==> src/pkg/fts_pkg.sv <==
// Constants, register map and types of the fan tachometer speed monitor
//
// Notes on behaviour
// - Count register shows an 8-bit read-only speed count once enabled.
// - Count reads zero until one full revolution has been measured or the counter saturates.
// - Missing or very slow tach pulses saturate the count at all ones.
// - Interrupts disabled: count register refreshes once per revolution.
// - Interrupts on: refresh per revolution until interrupt, then hold.
// - Clearing the interrupt also clears the count register to zero.
// - Enable bit makes the pin a tachometer input, overriding other setup.
// - Enable override leaves the bypass select function untouched.
// - With bypass bits set and enable on, odd-numbered tachometer pins act as outputs.
// - With enable cleared, other control bits do not affect the pin.
// - Tach pulses gate a 20 kHz reference into an 8-bit counter.
// - Two-bit divisor field selects one of four speed ranges.
// - Tach pulses are filtered so slow edges give no false counts.
// - RPM equals 1,200,000 over count times divisor.
// - Divisor codes: 00 is 1, 01 is 2, 10 is 4, 11 is 8.
// - Count at or above limit raises interrupt and reports source address.
package fts_pkg;

  // ==========================================================
  // Register map
  localparam logic [7:0] FTS_ADDR_LIMIT = 8'h35;
  localparam logic [7:0] FTS_ADDR_COUNT = 8'h36;
  localparam logic [7:0] FTS_ADDR_CTRL  = 8'h38;

  localparam logic [7:0] FTS_LIMIT_RST  = 8'h00;
  localparam logic [7:0] FTS_COUNT_RST  = 8'h00;
  localparam logic [7:0] FTS_CTRL_RST   = 8'h00;
  localparam logic [7:0] FTS_CTRL_WMASK = 8'hC3;
  localparam logic [7:0] FTS_RD_NONE    = 8'h00;
  localparam logic [7:0] FTS_IRQ_NONE   = 8'h00;

  localparam logic [7:0] FTS_COUNT_ZERO = 8'h00;
  localparam logic [7:0] FTS_COUNT_ONE  = 8'h01;
  localparam logic [7:0] FTS_COUNT_SAT  = 8'hFF;

  // ==========================================================
  // Control field positions
  localparam int FTS_BIT_EN  = 7;
  localparam int FTS_BIT_IEN = 6;
  localparam int FTS_DIV_MSB = 1;
  localparam int FTS_DIV_LSB = 0;

  // ==========================================================
  // Timing
  localparam int FTS_CLK_PERIOD_NS = 25;
  localparam int FTS_REF_PERIOD_NS = 50000;
  localparam int FTS_REF_CYC  = FTS_REF_PERIOD_NS / FTS_CLK_PERIOD_NS;
  localparam logic [11:0] FTS_REF_LAST = 12'(FTS_REF_CYC - 1);
  localparam logic [11:0] FTS_REF_ZERO = 12'h000;
  localparam logic [11:0] FTS_REF_ONE  = 12'h001;
  localparam int FTS_FILT_NS  = 2000;
  localparam int FTS_FILT_CYC =
    (FTS_FILT_NS + FTS_CLK_PERIOD_NS - 1) / FTS_CLK_PERIOD_NS;
  localparam logic [7:0] FTS_FILT_LAST = 8'(FTS_FILT_CYC - 1);
  localparam logic [7:0] FTS_FILT_ZERO = 8'h00;
  localparam logic [7:0] FTS_FILT_ONE  = 8'h01;

  localparam logic [2:0] FTS_DIV_ZERO = 3'h0;
  localparam logic [2:0] FTS_DIV_ONE  = 3'h1;

  // ==========================================================
  // Types and decoders
  typedef enum logic [1:0] {
    FTS_WAIT   = 2'b00,
    FTS_HALF_A = 2'b01,
    FTS_HALF_B = 2'b10
  } fts_rev_t;

  // Last reference tick of one gated count step
  function automatic logic [2:0] fts_div_last(input logic [1:0] sel);
    logic [2:0] last;
    last = 3'h0;
    case (sel)
      2'h0: last = 3'h0;
      2'h1: last = 3'h1;
      2'h2: last = 3'h3;
      default: last = 3'h7;
    endcase
    return last;
  endfunction

endpackage

==> src/pkg/fts_tach_if.sv <==
// Filtered tachometer signals passed from the input filter to the monitor
`timescale 1ns/1ps
interface fts_tach_if;
  logic tach_lvl;
  logic tach_rise;
  modport src (output tach_lvl, output tach_rise);
  modport dst (input tach_lvl, input tach_rise);
endinterface

==> src/logic/fts_monitor.sv <==
// Fan tachometer speed monitor channel with count and control registers
`timescale 1ns/1ps
module fts_monitor
  import fts_pkg::*;
#(
  parameter bit ODD_PIN = 1'b1
)
(
  input  wire logic       ref_clk,
  input  wire logic       reset_n,
  input  wire logic [7:0] reg_addr,
  input  wire logic       reg_wr,
  input  wire logic [7:0] reg_wdata,
  output logic      [7:0] reg_rdata,
  input  wire logic       irq_clear,
  output logic            irq_n,
  output logic      [7:0] irq_source,
  input  wire logic [1:0] bypass_sel,
  input  wire logic       bypass_out,
  input  wire logic       gpio_oe,
  input  wire logic       gpio_out,
  input  wire logic       tach_pin_in,
  output logic            tach_pin_out,
  output logic            tach_pin_oe
);

  // ==========================================================
  // Registers and next values
  logic [7:0]  ctrl_r;
  logic [7:0]  ctrl_nxt;
  logic [7:0]  limit_r;
  logic [7:0]  limit_nxt;
  logic [7:0]  count_r;
  logic [7:0]  count_nxt;
  logic [7:0]  cnt_r;
  logic [7:0]  cnt_nxt;
  logic [11:0] ref_cnt_r;
  logic [11:0] ref_cnt_nxt;
  logic [2:0]  div_cnt_r;
  logic [2:0]  div_cnt_nxt;
  fts_rev_t    state_r;
  fts_rev_t    state_nxt;
  logic        irq_r;
  logic        irq_nxt;
  logic [7:0]  rdata_r;
  logic [7:0]  rdata_nxt;
  logic        irq_n_r;
  logic [7:0]  irq_src_r;
  logic        pin_oe_r;
  logic        pin_oe_nxt;
  logic        pin_out_r;
  logic        pin_out_nxt;

  // ==========================================================
  // Decoded controls
  wire       en;
  wire       ien;
  wire [1:0] div_sel;
  wire [2:0] div_last;
  wire       byp_on;
  wire       wr_ctrl;
  wire       wr_limit;
  wire       rise;
  wire       ref_tick;
  wire       gate_tick;
  wire       cnt_full;
  wire       start_edge;
  wire       rev_done;
  wire       irq_hit;
  wire       clr;
  wire       publish;
  wire       restart;

  fts_tach_if tach ();

  fts_tach_filter u_filter (
    .ref_clk (ref_clk),
    .reset_n (reset_n),
    .pin_in  (tach_pin_in),
    .tach    (tach)
  );

  assign rise = tach.tach_rise;

  // Step divider, revolution, counter, count and new interrupt hits below are gated by the enable bit; a pending interrupt holds until irq_clear
  assign en      = ctrl_r[FTS_BIT_EN];
  assign ien     = ctrl_r[FTS_BIT_IEN];
  assign div_sel = ctrl_r[FTS_DIV_MSB:FTS_DIV_LSB];
  assign div_last = fts_div_last(div_sel);
  assign byp_on  = |bypass_sel;

  assign wr_ctrl  = reg_wr && (reg_addr == FTS_ADDR_CTRL);
  assign wr_limit = reg_wr && (reg_addr == FTS_ADDR_LIMIT);

  // ==========================================================
  // Gated reference
  // One count step is divisor periods of the 20 kHz reference,
  // so count = 1,200,000 / (rpm * divisor) over one revolution
  assign ref_tick  = (ref_cnt_r == FTS_REF_LAST);
  // Greater-or-equal so a divisor lowered mid-step gates at the next reference tick
  assign gate_tick = ref_tick && (div_cnt_r >= div_last);

  assign ref_cnt_nxt = ref_tick ? FTS_REF_ZERO
                                : ref_cnt_r + FTS_REF_ONE;
  assign div_cnt_nxt = !en      ? FTS_DIV_ZERO :
                       gate_tick ? FTS_DIV_ZERO :
                       ref_tick  ? div_cnt_r + FTS_DIV_ONE :
                       div_cnt_r;

  // ==========================================================
  // Revolution tracking
  assign start_edge = en && rise && (state_r == FTS_WAIT);
  assign rev_done   = en && rise && (state_r == FTS_HALF_B);

  always_comb begin
    state_nxt = state_r;
    if (!en || clr) begin
      state_nxt = FTS_WAIT;
    end else if (rise) begin
      case (state_r)
        FTS_WAIT:   state_nxt = FTS_HALF_A;
        FTS_HALF_A: state_nxt = FTS_HALF_B;
        FTS_HALF_B: state_nxt = FTS_HALF_A;
        default:    state_nxt = FTS_WAIT;
      endcase
    end
  end

  // ==========================================================
  // Speed counter
  assign cnt_full = (cnt_r == FTS_COUNT_SAT);
  assign restart  = !en || clr || start_edge || rev_done;

  assign cnt_nxt = restart ? FTS_COUNT_ZERO :
                   (gate_tick && !cnt_full) ? cnt_r + FTS_COUNT_ONE :
                   cnt_r;

  // ==========================================================
  // Interrupt: a new hit is only seen while none is pending,
  // so a hit and a clear can never fall in the same cycle
  assign irq_hit = en && ien && !irq_r && (cnt_r >= limit_r);
  assign clr     = irq_clear && irq_r;
  assign irq_nxt = irq_hit || (irq_r && !irq_clear);

  // ==========================================================
  // Current count register
  // A stuck or stopped fan never closes a revolution, so the
  // saturated counter is published directly
  assign publish = en && !irq_r && (rev_done || cnt_full);

  assign count_nxt = (!en || clr) ? FTS_COUNT_ZERO :
                     publish      ? cnt_r :
                     count_r;

  // ==========================================================
  // Register writes
  assign ctrl_nxt  = wr_ctrl ? (reg_wdata & FTS_CTRL_WMASK) : ctrl_r;
  assign limit_nxt = wr_limit ? reg_wdata : limit_r;

  always_comb begin
    rdata_nxt = FTS_RD_NONE;
    if (reg_addr == FTS_ADDR_COUNT) begin
      rdata_nxt = count_r;
    end else if (reg_addr == FTS_ADDR_CTRL) begin
      rdata_nxt = ctrl_r;
    end else if (reg_addr == FTS_ADDR_LIMIT) begin
      rdata_nxt = limit_r;
    end else begin
      rdata_nxt = FTS_RD_NONE;
    end
  end

  // ==========================================================
  // Pin ownership: enable turns the pin into an input, but the
  // bypass select still drives an odd pin as an output
  assign pin_oe_nxt  = en ? (byp_on && ODD_PIN) : gpio_oe;
  assign pin_out_nxt = en ? bypass_out : gpio_out;

  // ==========================================================
  // State flip-flops
  always_ff @(posedge ref_clk or negedge reset_n) begin
    if (!reset_n) begin
      ctrl_r  <= FTS_CTRL_RST;
      limit_r <= FTS_LIMIT_RST;
      count_r <= FTS_COUNT_RST;
      cnt_r   <= FTS_COUNT_ZERO;
    end else begin
      ctrl_r  <= ctrl_nxt;
      limit_r <= limit_nxt;
      count_r <= count_nxt;
      cnt_r   <= cnt_nxt;
    end
  end

  always_ff @(posedge ref_clk or negedge reset_n) begin
    if (!reset_n) begin
      ref_cnt_r <= FTS_REF_ZERO;
      div_cnt_r <= FTS_DIV_ZERO;
      state_r   <= FTS_WAIT;
      irq_r     <= 1'b0;
    end else begin
      ref_cnt_r <= ref_cnt_nxt;
      div_cnt_r <= div_cnt_nxt;
      state_r   <= state_nxt;
      irq_r     <= irq_nxt;
    end
  end

  always_ff @(posedge ref_clk or negedge reset_n) begin
    if (!reset_n) begin
      rdata_r   <= FTS_RD_NONE;
      irq_n_r   <= 1'b1;
      irq_src_r <= FTS_IRQ_NONE;
      pin_oe_r  <= 1'b0;
      pin_out_r <= 1'b0;
    end else begin
      rdata_r   <= rdata_nxt;
      irq_n_r   <= !irq_nxt;
      irq_src_r <= irq_nxt ? FTS_ADDR_CTRL : FTS_IRQ_NONE;
      pin_oe_r  <= pin_oe_nxt;
      pin_out_r <= pin_out_nxt;
    end
  end

  assign reg_rdata    = rdata_r;
  assign irq_n        = irq_n_r;
  assign irq_source   = irq_src_r;
  assign tach_pin_oe  = pin_oe_r;
  assign tach_pin_out = pin_out_r;
endmodule

==> src/logic/fts_tach_filter.sv <==
// Tachometer pin synchroniser and edge filter
`timescale 1ns/1ps
module fts_tach_filter
  import fts_pkg::*;
(
  input  wire logic ref_clk,
  input  wire logic reset_n,
  input  wire logic pin_in,
  fts_tach_if.src   tach
);

  logic [2:0] sync_r;
  logic [7:0] filt_cnt_r;
  logic [7:0] filt_cnt_nxt;
  logic       lvl_r;
  logic       lvl_nxt;
  logic       rise_r;
  logic       rise_nxt;
  wire        agree;
  wire        differs;
  wire        settled;

  // ==========================================================
  // Sampling
  always_ff @(posedge ref_clk or negedge reset_n) begin
    if (!reset_n) begin
      // Idle-high level of the pulled-up pin: no false rise after reset
      sync_r <= 3'h7;
    end else begin
      sync_r <= {sync_r[1:0], pin_in};
    end
  end

  // ==========================================================
  // Filter: a new level must hold for the whole filter time,
  // so a slow edge wandering across the threshold is ignored
  assign agree   = (sync_r[1] == sync_r[2]);
  assign differs = agree && (sync_r[2] != lvl_r);
  assign settled = differs && (filt_cnt_r == FTS_FILT_LAST);

  assign filt_cnt_nxt = !differs ? FTS_FILT_ZERO :
                        settled  ? FTS_FILT_ZERO :
                        filt_cnt_r + FTS_FILT_ONE;
  assign lvl_nxt  = settled ? sync_r[2] : lvl_r;
  assign rise_nxt = settled && sync_r[2];

  always_ff @(posedge ref_clk or negedge reset_n) begin
    if (!reset_n) begin
      filt_cnt_r <= FTS_FILT_ZERO;
      lvl_r      <= 1'b1;
      rise_r     <= 1'b0;
    end else begin
      filt_cnt_r <= filt_cnt_nxt;
      lvl_r      <= lvl_nxt;
      rise_r     <= rise_nxt;
    end
  end

  assign tach.tach_lvl  = lvl_r;
  assign tach.tach_rise = rise_r;
endmodule

==> config.mk <==
export PLATFORM = sky130hd
export DESIGN_NAME = fts_monitor
export DESIGN_NICKNAME = d
export VERILOG_FILES = /design/src/pkg/fts_pkg.sv /design/src/pkg/fts_tach_if.sv /design/src/logic/fts_monitor.sv /design/src/logic/fts_tach_filter.sv
export SDC_FILE = /design/constraint.sdc
export NUM_CORES = 1
export LEC_CHECK = 0
export ABC_AREA = 1
export BUFFER_PORTS_ARGS = -buffer_cell sky130_fd_sc_hd__buf_2
export CAP_MARGIN = 20
export CORE_ASPECT_RATIO = 0.6
export CORE_MARGIN = 4
export CORE_UTILIZATION = 48
export DETAILED_ROUTE_END_ITERATION = 10
export PLACE_DENSITY = 0.68
export RECOVER_POWER = 25
export SYNTH_ARGS = -nofsm -noshare
export SYNTH_HDL_FRONTEND = slang
export SYNTH_SLANG_ARGS = --single-unit
export TNS_END_PERCENT = 5
==> constraint.sdc <==
create_clock -name ref_clk -period 3.8 [get_ports ref_clk]
set_input_delay 0.19 -clock ref_clk [delete_from_list [all_inputs] [get_ports ref_clk]]
set_output_delay 0.19 -clock ref_clk [all_outputs]
set_load 0.005 [all_outputs]
# [Word level (Yosys, flattened, before mapping)]
# Cells that the tools add are included.
[word_totals] ff_bits=76 inputBits=26 out_inout_bits=19 word_cells=90
[op_classes] n_reduce_logical=34 eq_ne=13 addsub=4 magnitude_cmp=2 n_mux=20
[op_table] cell="two-way mux 8 bit" n=9
[op_table] cell="equality test 8 x 6 -> 1 bit (second input constant)" n=3
[op_table] cell="logical AND 1 bit" n=17
[op_table] cell="adder 8 x 1 -> 8 bit (second input constant)" n=2
[op_table] cell="adder 12 x 1 -> 12 bit (second input constant)" n=1
[op_table] cell="equality test 12 x 11 -> 1 bit (second input constant)" n=1
[op_table] cell="two-way mux 12 bit" n=1
[op_table] cell="two-way mux 3 bit" n=3
[op_table] cell="one-hot mux 3 bit (3 select lines)" n=1
[op_table] cell="equality test 8 x 7 -> 1 bit (second input constant)" n=1
[op_table] cell="equality test 8 bit (second input constant)" n=1
[op_table] cell="greater-or-equal comparator 8 bit" n=1
[op_table] cell="two-way mux 6 bit" n=1
[op_table] cell="nonzero test 2 bit" n=3
[op_table] cell="zero test 1 bit" n=5
[op_table] cell="logical OR 1 bit" n=5
[op_table] cell="equality test 2 x 1 -> 1 bit (second input constant)" n=2
[op_table] cell="equality test 2 bit (second input constant)" n=2
[op_table] cell="zero test 2 bit" n=2
[op_table] cell="two-way mux 2 bit" n=2
[op_table] cell="one-hot mux 2 bit (2 select lines)" n=1
[op_table] cell="OR reduction 2 bit" n=2
[op_table] cell="adder 3 x 1 -> 3 bit (second input constant)" n=1
[op_table] cell="greater-or-equal comparator 3 bit" n=1
[op_table] cell="other kinds (4)" n=5

# [Logic depth before layout (Yosys ltp)]
# Gate-level depths: netlist (run 1).
[logic_depth] depth_word=7 ltp_mapped=11

# [Cells and area by module]
# From an unflattened synthesis (run 1), not the netlist that was laid out.
[unflattened] cells_unflattened=460 area_unflattened_um2=3751.1
[by_module_without_submodules] mod="fts_monitor" instances=1 area_each_um2=3151.8 cells_each=390
[by_module_without_submodules] mod="fts_tach_filter" instances=1 area_each_um2=599.3 cells_each=70

# [Worst setup path after synthesis (run 1)]
# OpenSTA, ideal clock, no wires.
[synth_timing] kind="register -> register" start="reg ctrl_r[1]" end="reg cnt_r[2]" path_buffers=0 t_arrival_ns=1.446 path_slack_ns=2.237 path_stages_with_launch=11 setup_time_ns=0.117 path_cell_list="dfrtp_1 -> or2_2 -> ha_1 -> inv_1 -> nand2_1 -> nand3_1 -> nand2_1 -> nand3_4 -> nand2_4 -> nand2_1 -> nand2_1"
[synth_via] elab_chain_len=6 elab_cells_between_ends=8 classes_between="order compare: 1; eq/ne: 2; mux: 1; reduce/logical: 4"
[synth_rtl] item="start, declared" line_no="fts_monitor.sv:29" text="logic [7:0] ctrl_r;"
[synth_rtl] item="start signal, assigned" line_no="fts_monitor.sv:188" text="ctrl_r <= ctrl_nxt;"
[synth_rtl] item="equality test 2 bit, or another cell as far along" line_no="fts_pkg.sv:76" text="case (sel)"
[synth_rtl] item="one-hot mux 3 bit (3 select lines) (*)" line_no="fts_pkg.sv:76"
[synth_rtl] item="greater-or-equal comparator 3 bit (*)" line_no="fts_monitor.sv:101" text="assign gate_tick = ref_tick && (div_cnt_r >= div_last);"
[synth_rtl] item="logical AND 1 bit (*)" line_no="fts_monitor.sv:101"
[synth_rtl] item="logical AND 1 bit (*)" line_no="fts_monitor.sv:135" text="(gate_tick && !cnt_full) ? cnt_r + FTS_COUNT_ONE :"
[synth_rtl] item="nonzero test 2 bit (no source line) (*)"
[synth_rtl] item="end signal, assigned" line_no="fts_monitor.sv:191" text="cnt_r <= cnt_nxt;"
[synth_rtl] item="end, declared" line_no="fts_monitor.sv:35" text="logic [7:0] cnt_r;"
# Every way passes the cells marked *; elsewhere a longest branch is shown, timed or not.
# A chain may end at the register's enable or synchronous reset.

# [Worst setup path after layout (run 1)]
[layout_timing] start="reg ctrl_r[1]" end="reg cnt_r[7]"
# The elaborated chain is that of the path after synthesis.

==> run summary, run 1 <==
The number of antenna diodes in the final layout is 0. TritonCTS built the clock tree. The netlist uses 36 different library cells. The synthesized instance count came out at 450. The placement-stage worst setup slack is 2070 ps. The worst slack on hold paths is 62.6 ps. The floorplan has 24 rows.

Summed over all layers, the routed wires come to ~7900 um. The overall fraction of global-route tracks in use is 0.190. The final worst clock skew came out at approximately 5.5 ps. In the synthesized netlist the dominant register cell turns out to be dfrtp_1. The final-layout fill cell count came out at 675. The synthesized design contains 0 enable-type register cells.

The total number of H-tree levels came out at 3. The number of max-capacitance violations reported came out at 0. The net total in the final layout came out at approximately 540. The top-level port count is 45.

The maximum fanout count along the critical path came out at 4. The number of search-and-repair iterations in the first detailed-routing pass came out at 4. The source of the worst register-to-register timing path is ctrl_r[1]. The first global-routing pass estimated 13800 um of wire. The final-report setup violation count is 0. The number of warnings issued by yosys came out at 0. The clock passes through at most 2 buffers. The smallest setup slack after layout is between 2000 and 2500 ps. The floorplan die width is 121 um. The total leakage power is between 2 and 2.5 nW. For the worst-skew pair, the clock arrives at the later sink with an insertion delay of approximately 330 ps. The number of hold violations in the final report was 0.

The final non-filler cell area is about 4300 sq um. The CTS clock-pin slew for the worst setup and hold paths came out at approximately 50 ps. In this run the worst hold path is classified as primary input to flop.

The tree is rooted in a clkbuf_16. The sum of net half-perimeters after detailed placement is 5850 um. The final core utilization is 0.581. The startpoint-to-endpoint class of the critical path is flop to flop.

At the worst endpoint, the arrival time is ~2000 ps. The signed area change from the synthesized netlist to the final layout is 15.6%. The final cell count without fillers is between 600 and 700.

The timing-limited maximum frequency is 566 MHz. The synthesized area per cell is 8.24 sq um. The total CTS buffers came out at 9. The number of global-route vias before repair came out at between 2000 and 3000. The leftover overflow at the end of global routing came out at 0. The sum of negative setup slack is 0 ps. The worst min-delay path startpoint is bypass_out. The number of vias per cell is ~5. The average routed wire per standard cell came out at 13.2 um. STA puts the critical path data required time at approximately 4000 ps. The overall power after layout came out at about 1.7 mW. The number of max-slew violations in the final report is 0. The count of placed standard cells including taps came out at about 580. In the final layout, the share of cells above drive strength 1 is 0.154. The die extent in y is approximately 76 um. The final routed DRC violation total is 0. The tightest slew margin relative to the limit is 0.442.

The number of antenna violations at the first check in global routing came to 0. After synthesis the netlist holds a flip-flop and latch count of 70. The time the final worst path needs with I/O delays and setup came out at 1770 ps. The post-placement cell area came out at about 4000 sq um. Tracing the worst setup path back leads to its startpoint at ctrl_r[1]. The final antenna-violating net count came out at 0. The power density of the placed cells came out at roughly 400 nW/um^2.

Setup repair after global routing left no endpoint under its margin. The netlist area before placement came out at roughly 3700 sq um. The share of the yosys chip area belonging to registers is 0.474. The maximum number of pins on one net before global-route repair is 45. The worst setup path is launched from a flop. Of the available clock period, the critical path in the final layout requires 0.465. The slew at the pin with the worst max-slew slack came out at approximately 830 ps. Counting every sink on the clock net gives 70.

The first-iteration detailed-routing DRC count came out at 290. The worst setup path is captured at a flop. The placeable core region came out at between 7000 and 8000 sq um. The flow ran to the end, and the final reports show no timing, DRC or antenna violations. The count of port buffers added during placement came out at 39.

The routability congestion estimate from global placement is approximately 0.85. The starting density of the core came out at 0.502. The share of async-settable or async-resettable flops after synthesis came out at 1.00.

The worst IR drop on VDD came out at 0.000288 V. The die area came out at a little over 9000 sq um. The total number of vias came out at 3015.
==> state kept, by name, indices dropped and copies added, names as in the netlist <==
register,cells
cnt_r,8
reg_rdata,8
tach_pin_out,1
irq_n,1
u_filter.tach.tach_lvl,1
div_cnt_r,3
u_filter.tach.tach_rise,1
u_filter.filt_cnt_r,8
ctrl_r,4
irq_source,1
count_r,8
ref_cnt_r,12
state_r,2
tach_pin_oe,1
limit_r,8
u_filter.sync_r,3
==> Yosys cell counts, types with 2 or more instances <==
library cell  instances  area [sq um]
nand2_1             129           484
dfrtp_1              65          1630
nand3_1              51           255
inv_1                46           173
nor2_1               44           165
nand4_1              17           106
ha_1                 15           188
a21oi_1              10          50.1
buf_4                10          75.1
o21ai_0               8          40.0
xor2_1                8          70.1
nor3_1                6          30.0
dfstp_2               5           131
inv_2                 3          11.3
nand2_4               3          33.8
nor2_4                3          33.8
xnor2_1               3          26.3
clkbuf_1              2          7.51
nand2_2               2          12.5
nand3b_1              2          15.0
nor3b_1               2          15.0
or2_2                 2          12.5
==> layout make-up <==
type	instances	area, sq um	share of cell area
flip-flops and latches	70	1760	0.410
clock inverters	4	48.8	0.0114
multi-input cells	321	1690	0.394
clock buffers	12	236	0.0551
inverters	49	184	0.0429
repair buffers	43	241	0.0563
well taps	104	130	0.0303
==> worst max-delay path: stages, from the launching register on <==
cell	delay (ps)
dfrtp_1	400
or2_2	310
ha_1	270
inv_1	70
a21oi_1	60
nor2_1	250
nor2_1	150
nand4_1	100
nand2_1	50
==> cell usage in the layout, fill, tap and decap left out, types with 4 or more instances in the layout <==
| cell type | synthesis | final |
|---|---|---|
| a21oi_1 | 10 | 10 |
| buf_2 | 1 | 38 |
| clkbuf_1 | 2 | 4 |
| clkbuf_16 | 0 | 9 |
| conb_1 | 1 | 5 |
| dfrtp_1 | 65 | 65 |
| dfstp_2 | 5 | 4 |
| ha_1 | 15 | 15 |
| inv_1 | 46 | 46 |
| nand2_1 | 129 | 129 |
| nand3_1 | 51 | 51 |
| nand4_1 | 17 | 17 |
| nor2_1 | 44 | 44 |
| nor3_1 | 6 | 6 |
| o21ai_0 | 8 | 8 |
| xor2_1 | 8 | 8 |
==> power breakdown <==
| part | total (mW) | internal (mW) | leakage [nW] | switching (mW) |
|---|---|---|---|---|
| clock network | 0.803 | 0.507 | 0.141 | 0.296 |
| registers | 0.796 | 0.774 | 0.921 | 0.0222 |
| logic | 0.114 | 0.0402 | 1.19 | 0.0734 |
| total | 1.71 | 1.32 | 2.25 | 0.392 |
==> per-layer routing <==
layer  up-vias  routed length (um)  GRT usage
met3         9                 632     0.0682
met5         -                   0          0
met2        84                3070      0.244
li1       1536                   -          -
met4         0                 110     0.0570
met1      1386                4130      0.294
==> kinds of logic (layout without fill, tap and decap cells) <==
family | count (synthesis) | count (layout) | synth area share
buffers and inverters | 63 | 108 | 0.0742
AO/OA/AOI/OAI | 21 | 21 | 0.0300
other | 1 | 5 | 0.00101
flip-flops | 70 | 70 | 0.474
adder cells (fa/ha/maj) | 15 | 15 | 0.0506
AND/OR/NAND/NOR | 269 | 269 | 0.344
XOR/XNOR | 11 | 11 | 0.0260
==> timing repair <==
action	in CTS	in global routing
buffers inserted	0	0
hold buffers	1	1
hold endpoints to repair	1	41
setup endpoints to repair	0	0
resized for setup	0	0
==> worst paths after layout <==
path	to	slack, ps	cells after the start
setup / recovery	cnt_r[7]	2030	8
hold / removal	tach_pin_out	60	3
setup reg to reg	cnt_r[7]	2030	8
hold reg to reg	u_filter.sync_r[1]	360	0
max in group asynchronous	u_filter.sync_r[0]	2610	4
min in group asynchronous	u_filter.filt_cnt_r[3]	250	2
Note: power is estimated with default switching activity, not from simulation.
==> run 2, diff against run 1 <==
ABC_AREA = 0   (was 1)
PLACE_DENSITY = 0.71   (was 0.68)
clock period = 1.47 ns   (was 3.8 ns; I/O delays follow)
==> run 2 against run 1 <==
The flow now finishes with violations (setup timing). Non-clock buffer count up 68. Sequential power grew 150%. Synthesized cell count down 31%. Sequential cell count did not move. Sequential share of layout area down 3.9 points. Largest power group unchanged. Highest routed layer unchanged.
==> run summary, run 2 <==
The first-iteration detailed-routing DRC count is 188 (-35%). The first-pass GRT wire length came to 13500 um (-2.1%). The final antenna-violating net count is 0 (unchanged). Setup repair after global routing could not meet its margin everywhere. The critical path data required time was 1690 ps (-2330 ps). The synthesized area per cell came out at 10.9 sq um (+32%). For this run, the leading register cell type out of synthesis is dfrtp_1.

The hold-critical path depth is 3 (unchanged). The sum of net half-perimeters after detailed placement came to 5740 um (-1.8%). The number of library cell types mapped by synthesis was 51 (+42%). The cell taking the most area after synthesis is dfrtp_1.

The row count came out at 23 (-4.2%). The portion of synthesized cell area occupied by the leading cell type was 0.485 (+0.0466). The placeable core region came out at 6730 sq um (-8.8%). The die extent in y came out at 72.7 um (-4.4%). The data arrival time of the worst path came out at 2170 ps (+180 ps).

The final worst clock skew is 6.41 ps (+0.882 ps). The critical path in this run is classified as flop to flop. The clock latency at the later pin of the worst-skew pair is 340 ps (about the same). The top-level port count is 45 (unchanged). The net total in the final layout is 462 (-14%). The total leakage power came out at 2.22 nW (-1.5%). The final-report setup violation count came out at 24 (+24).

The fraction of the cycle the final worst path needs came out at 1.33 (+0.860). The number of vias per cell is 5.35 (+6.9%). The number of flip-flops in the largest register came out at 12 (unchanged). The logic depth of the worst register-to-register path is 5 (-3). The timing-limited maximum frequency came out at 513 MHz (-9.3%). The maximum number of pins on one net before global-route repair came out at 57 (+27%).

In the post-synthesis netlist, the biggest area contributors are dfrtp_1 (49%), ha_1 (5.6%), mux2_2 (4.7%). The flop and latch count out of synthesis came out at 70 (unchanged). The number of diodes added for antenna fixing is 0 (unchanged). The clock tree from TritonCTS is yes.

Leaving out fill and tap cells, the most frequent cells in the layout are dfrtp_1 (65), buf_4 (53), buf_2 (38). The smallest setup slack after layout was -478 ps (-2510 ps). The tightest slew margin relative to the limit came out at 0.442 (about the same).

The number of max-slew violations in the final report came out at 0 (unchanged). The leftover overflow at the end of global routing is 0 (unchanged). The routed wire length came to 8360 um (+5.1%). The number of search-and-repair iterations in the first detailed-routing pass came out at 5 (+1).

The delay contributed by the slowest stage of the critical path is 410 ps (about the same). The average routed wire per standard cell came out at 16.3 um (+24%). The final non-filler cell area is 4740 sq um (+10%). The final reports fail on setup timing. The total number of vias is 2742 (-9.1%).

The cell sitting at the root of the clock tree is a clkbuf_16. The buffer depth of the longest clock path came out at 2 (unchanged). The netlist area before placement is 3350 sq um (-9.6%). The number of enable-type register cells in the synthesized netlist came out at 0 (unchanged). The slew at the pin with the worst max-slew slack is 838 ps (+6.30 ps). The power density of the placed cells came out at 976 nW/um^2 (+140%). The met1 global-route usage came out at 0.284 (-0.0100). The overall fraction of global-route tracks in use is 0.213 (+0.0231). The number of global-route vias before repair came out at 2820 (-1.5%). The number of warnings issued by yosys came out at 0 (unchanged).

The total number of H-tree levels is 3 (unchanged). The number of max-capacitance violations reported came out at 0 (unchanged). The share of async-settable or async-resettable flops after synthesis is 1.00 (unchanged). The floorplan die width was 116 um (-4.6%). The total CTS buffers came out at 9 (unchanged). The routability congestion estimate from global placement came out at 0.783 (-8.2%). The ratio of cells with drive above 1 in the final layout was 0.397 (+0.242). The worst slack on hold paths is 152 ps (+89.3 ps).

The CTS clock-pin slew for the worst setup and hold paths is 60 ps (about the same). The slowest stage of the critical path belongs to the cell or3_4. The most frequent standard cell in the layout excluding fill and tap cells is dfrtp_1.

The total stage count of the critical path came out at 5 (-3). The count of port buffers added during placement is 39 (unchanged). The met3 routing resource usage after global routing is 0.0704 (+0.00217). The worst setup path is launched from a flop. The final routed DRC violation total was 0 (unchanged). The share of the yosys chip area belonging to registers is 0.524 (+0.0504). The clock sink total is 70 (unchanged). By count the netlist is led by dfrtp_1 (65), nor2_1 (36), nand2_1 (23). The signal on the critical path passes through or3_4, or3_4, nor4_4, nand3_1, mux2_4.

The global routing stage identified its most utilized layer as met2. STA classifies the critical path endpoint as a flop. The final-layout fill cell count was 493 (-27%). The worst IR drop on VDD came to 0.000917 V (+220%). The starting density of the core was 0.498 (-0.00425). The number of hold violations in the final report came out at 0 (unchanged). The number of buffers and inverters on the critical path came to 0 (-1). The post-placement cell area was 4030 sq um (+1.6%). The most common cell in the synthesized netlist is dfrtp_1. The tightest min-delay check is of the primary input to flop type. The number of antenna violations at the first check in global routing came out at 0 (unchanged). The kind of cell adding the most delay to the critical path is simple AND/OR/NAND/NOR gates.

The signed area change from the synthesized netlist to the final layout is 41.2%. The synthesized instance count came out at 309 (-31%). The global routing usage on met2 is 0.328 (+0.0835).

By instance count, the cell type seen most on the critical path is or3_4. The flow ran to the end, but the final reports show violations. The die area came out at 8430 sq um (-8.8%). The maximum fanout count along the critical path came out at 3 (-1).

The register with the most flip-flops in the final layout is ref_cnt_r. The time the final worst path needs with I/O delays and setup is 1950 ps (+181 ps).
[run 2: per-stage QoR]
step | setup WS [ps] | power [mW] | setup TNS (ps) | utilization | std cells
6_report | -478 | 4.62 | -6160 | 0.703 | 513
5_1_grt | -544 | 4.81 | -8600 | 0.703 | 513
4_1_cts | -453 | 4.66 | -5830 | 0.683 | 511
3_5_place_dp | -538 | 2.23 | -8030 | 0.599 | 479
3_3_place_gp | -489 | 2.22 | -7170 | 0.599 | 479
2_1_floorplan | -503 | 2.10 | -6320 | - | 313
[run 2: tightest hold or removal path, delay by kind of cell]
kind | cells | cell delay [ps]
buffers and inverters | 1 | 100
AND/OR/NAND/NOR | 2 | 270
[run 2: timing repair]
item / in CTS / in global routing
hold endpoints to repair: 28 / 0
pin swaps: 21 / 15
gates resized for setup: 19 / 25
endpoints found under the setup margin: 25 / 40
setup buffers: 2 / 2
hold buffers: 14 / 0
[run 2: kinds of logic (layout without fill, tap and decap cells)]
kind of cell | Yosys count | in the layout | synth area share
and+or+nand+nor | 113 | 113 | 0.174
DFF | 70 | 70 | 0.524
AOI/OAI and AO/OA | 45 | 45 | 0.0978
buffers and inverters | 30 | 143 | 0.0425
xor gates and xnor gates | 19 | 19 | 0.0496
muxes | 16 | 16 | 0.0545
adders and majority gates | 15 | 15 | 0.0560
other | 1 | 5 | 0.00112
[run 2: area by class of cell]
class	count	area [sq um]	area share
Sequential cell	70	1760	0.371
Tap cell	87	109	0.0230
Timing Repair Buffer	111	792	0.167
Clock buffer	11	253	0.0534
Inverter	16	60.1	0.0127
Clock inverter	5	81.3	0.0172
Multi-Input combinational cell	213	1680	0.355
[run 2: power by group]
group          internal [mW]  leakage (nW)  total [mW]  switching, mW
Combinational          0.131          1.12       0.269          0.138
Clock                   1.58         0.162        2.38          0.803
Sequential              1.96         0.938        1.97         0.0163
Total                   3.66          2.22        4.62          0.958
[run 2: routing by layer]
layer	wire, um	up-vias
met5	0	-
met4	125	0
li1	-	1302
met1	3820	1343
met3	528	15
met2	3890	82
[run 2: path summary, 6_finish.rpt]
path | start | endpoint | slack [ps]
max | ref_cnt_r[5] | cnt_r[5] | -480
min reg2reg | u_filter.sync_r[0] | u_filter.sync_r[1] | 360
max reg2reg | ref_cnt_r[5] | cnt_r[5] | -480
min in group asynchronous | reset_n | limit_r[2] | 350
min | irq_clear | state_r[0] | 150
max in group asynchronous | reset_n | u_filter.sync_r[2] | 210
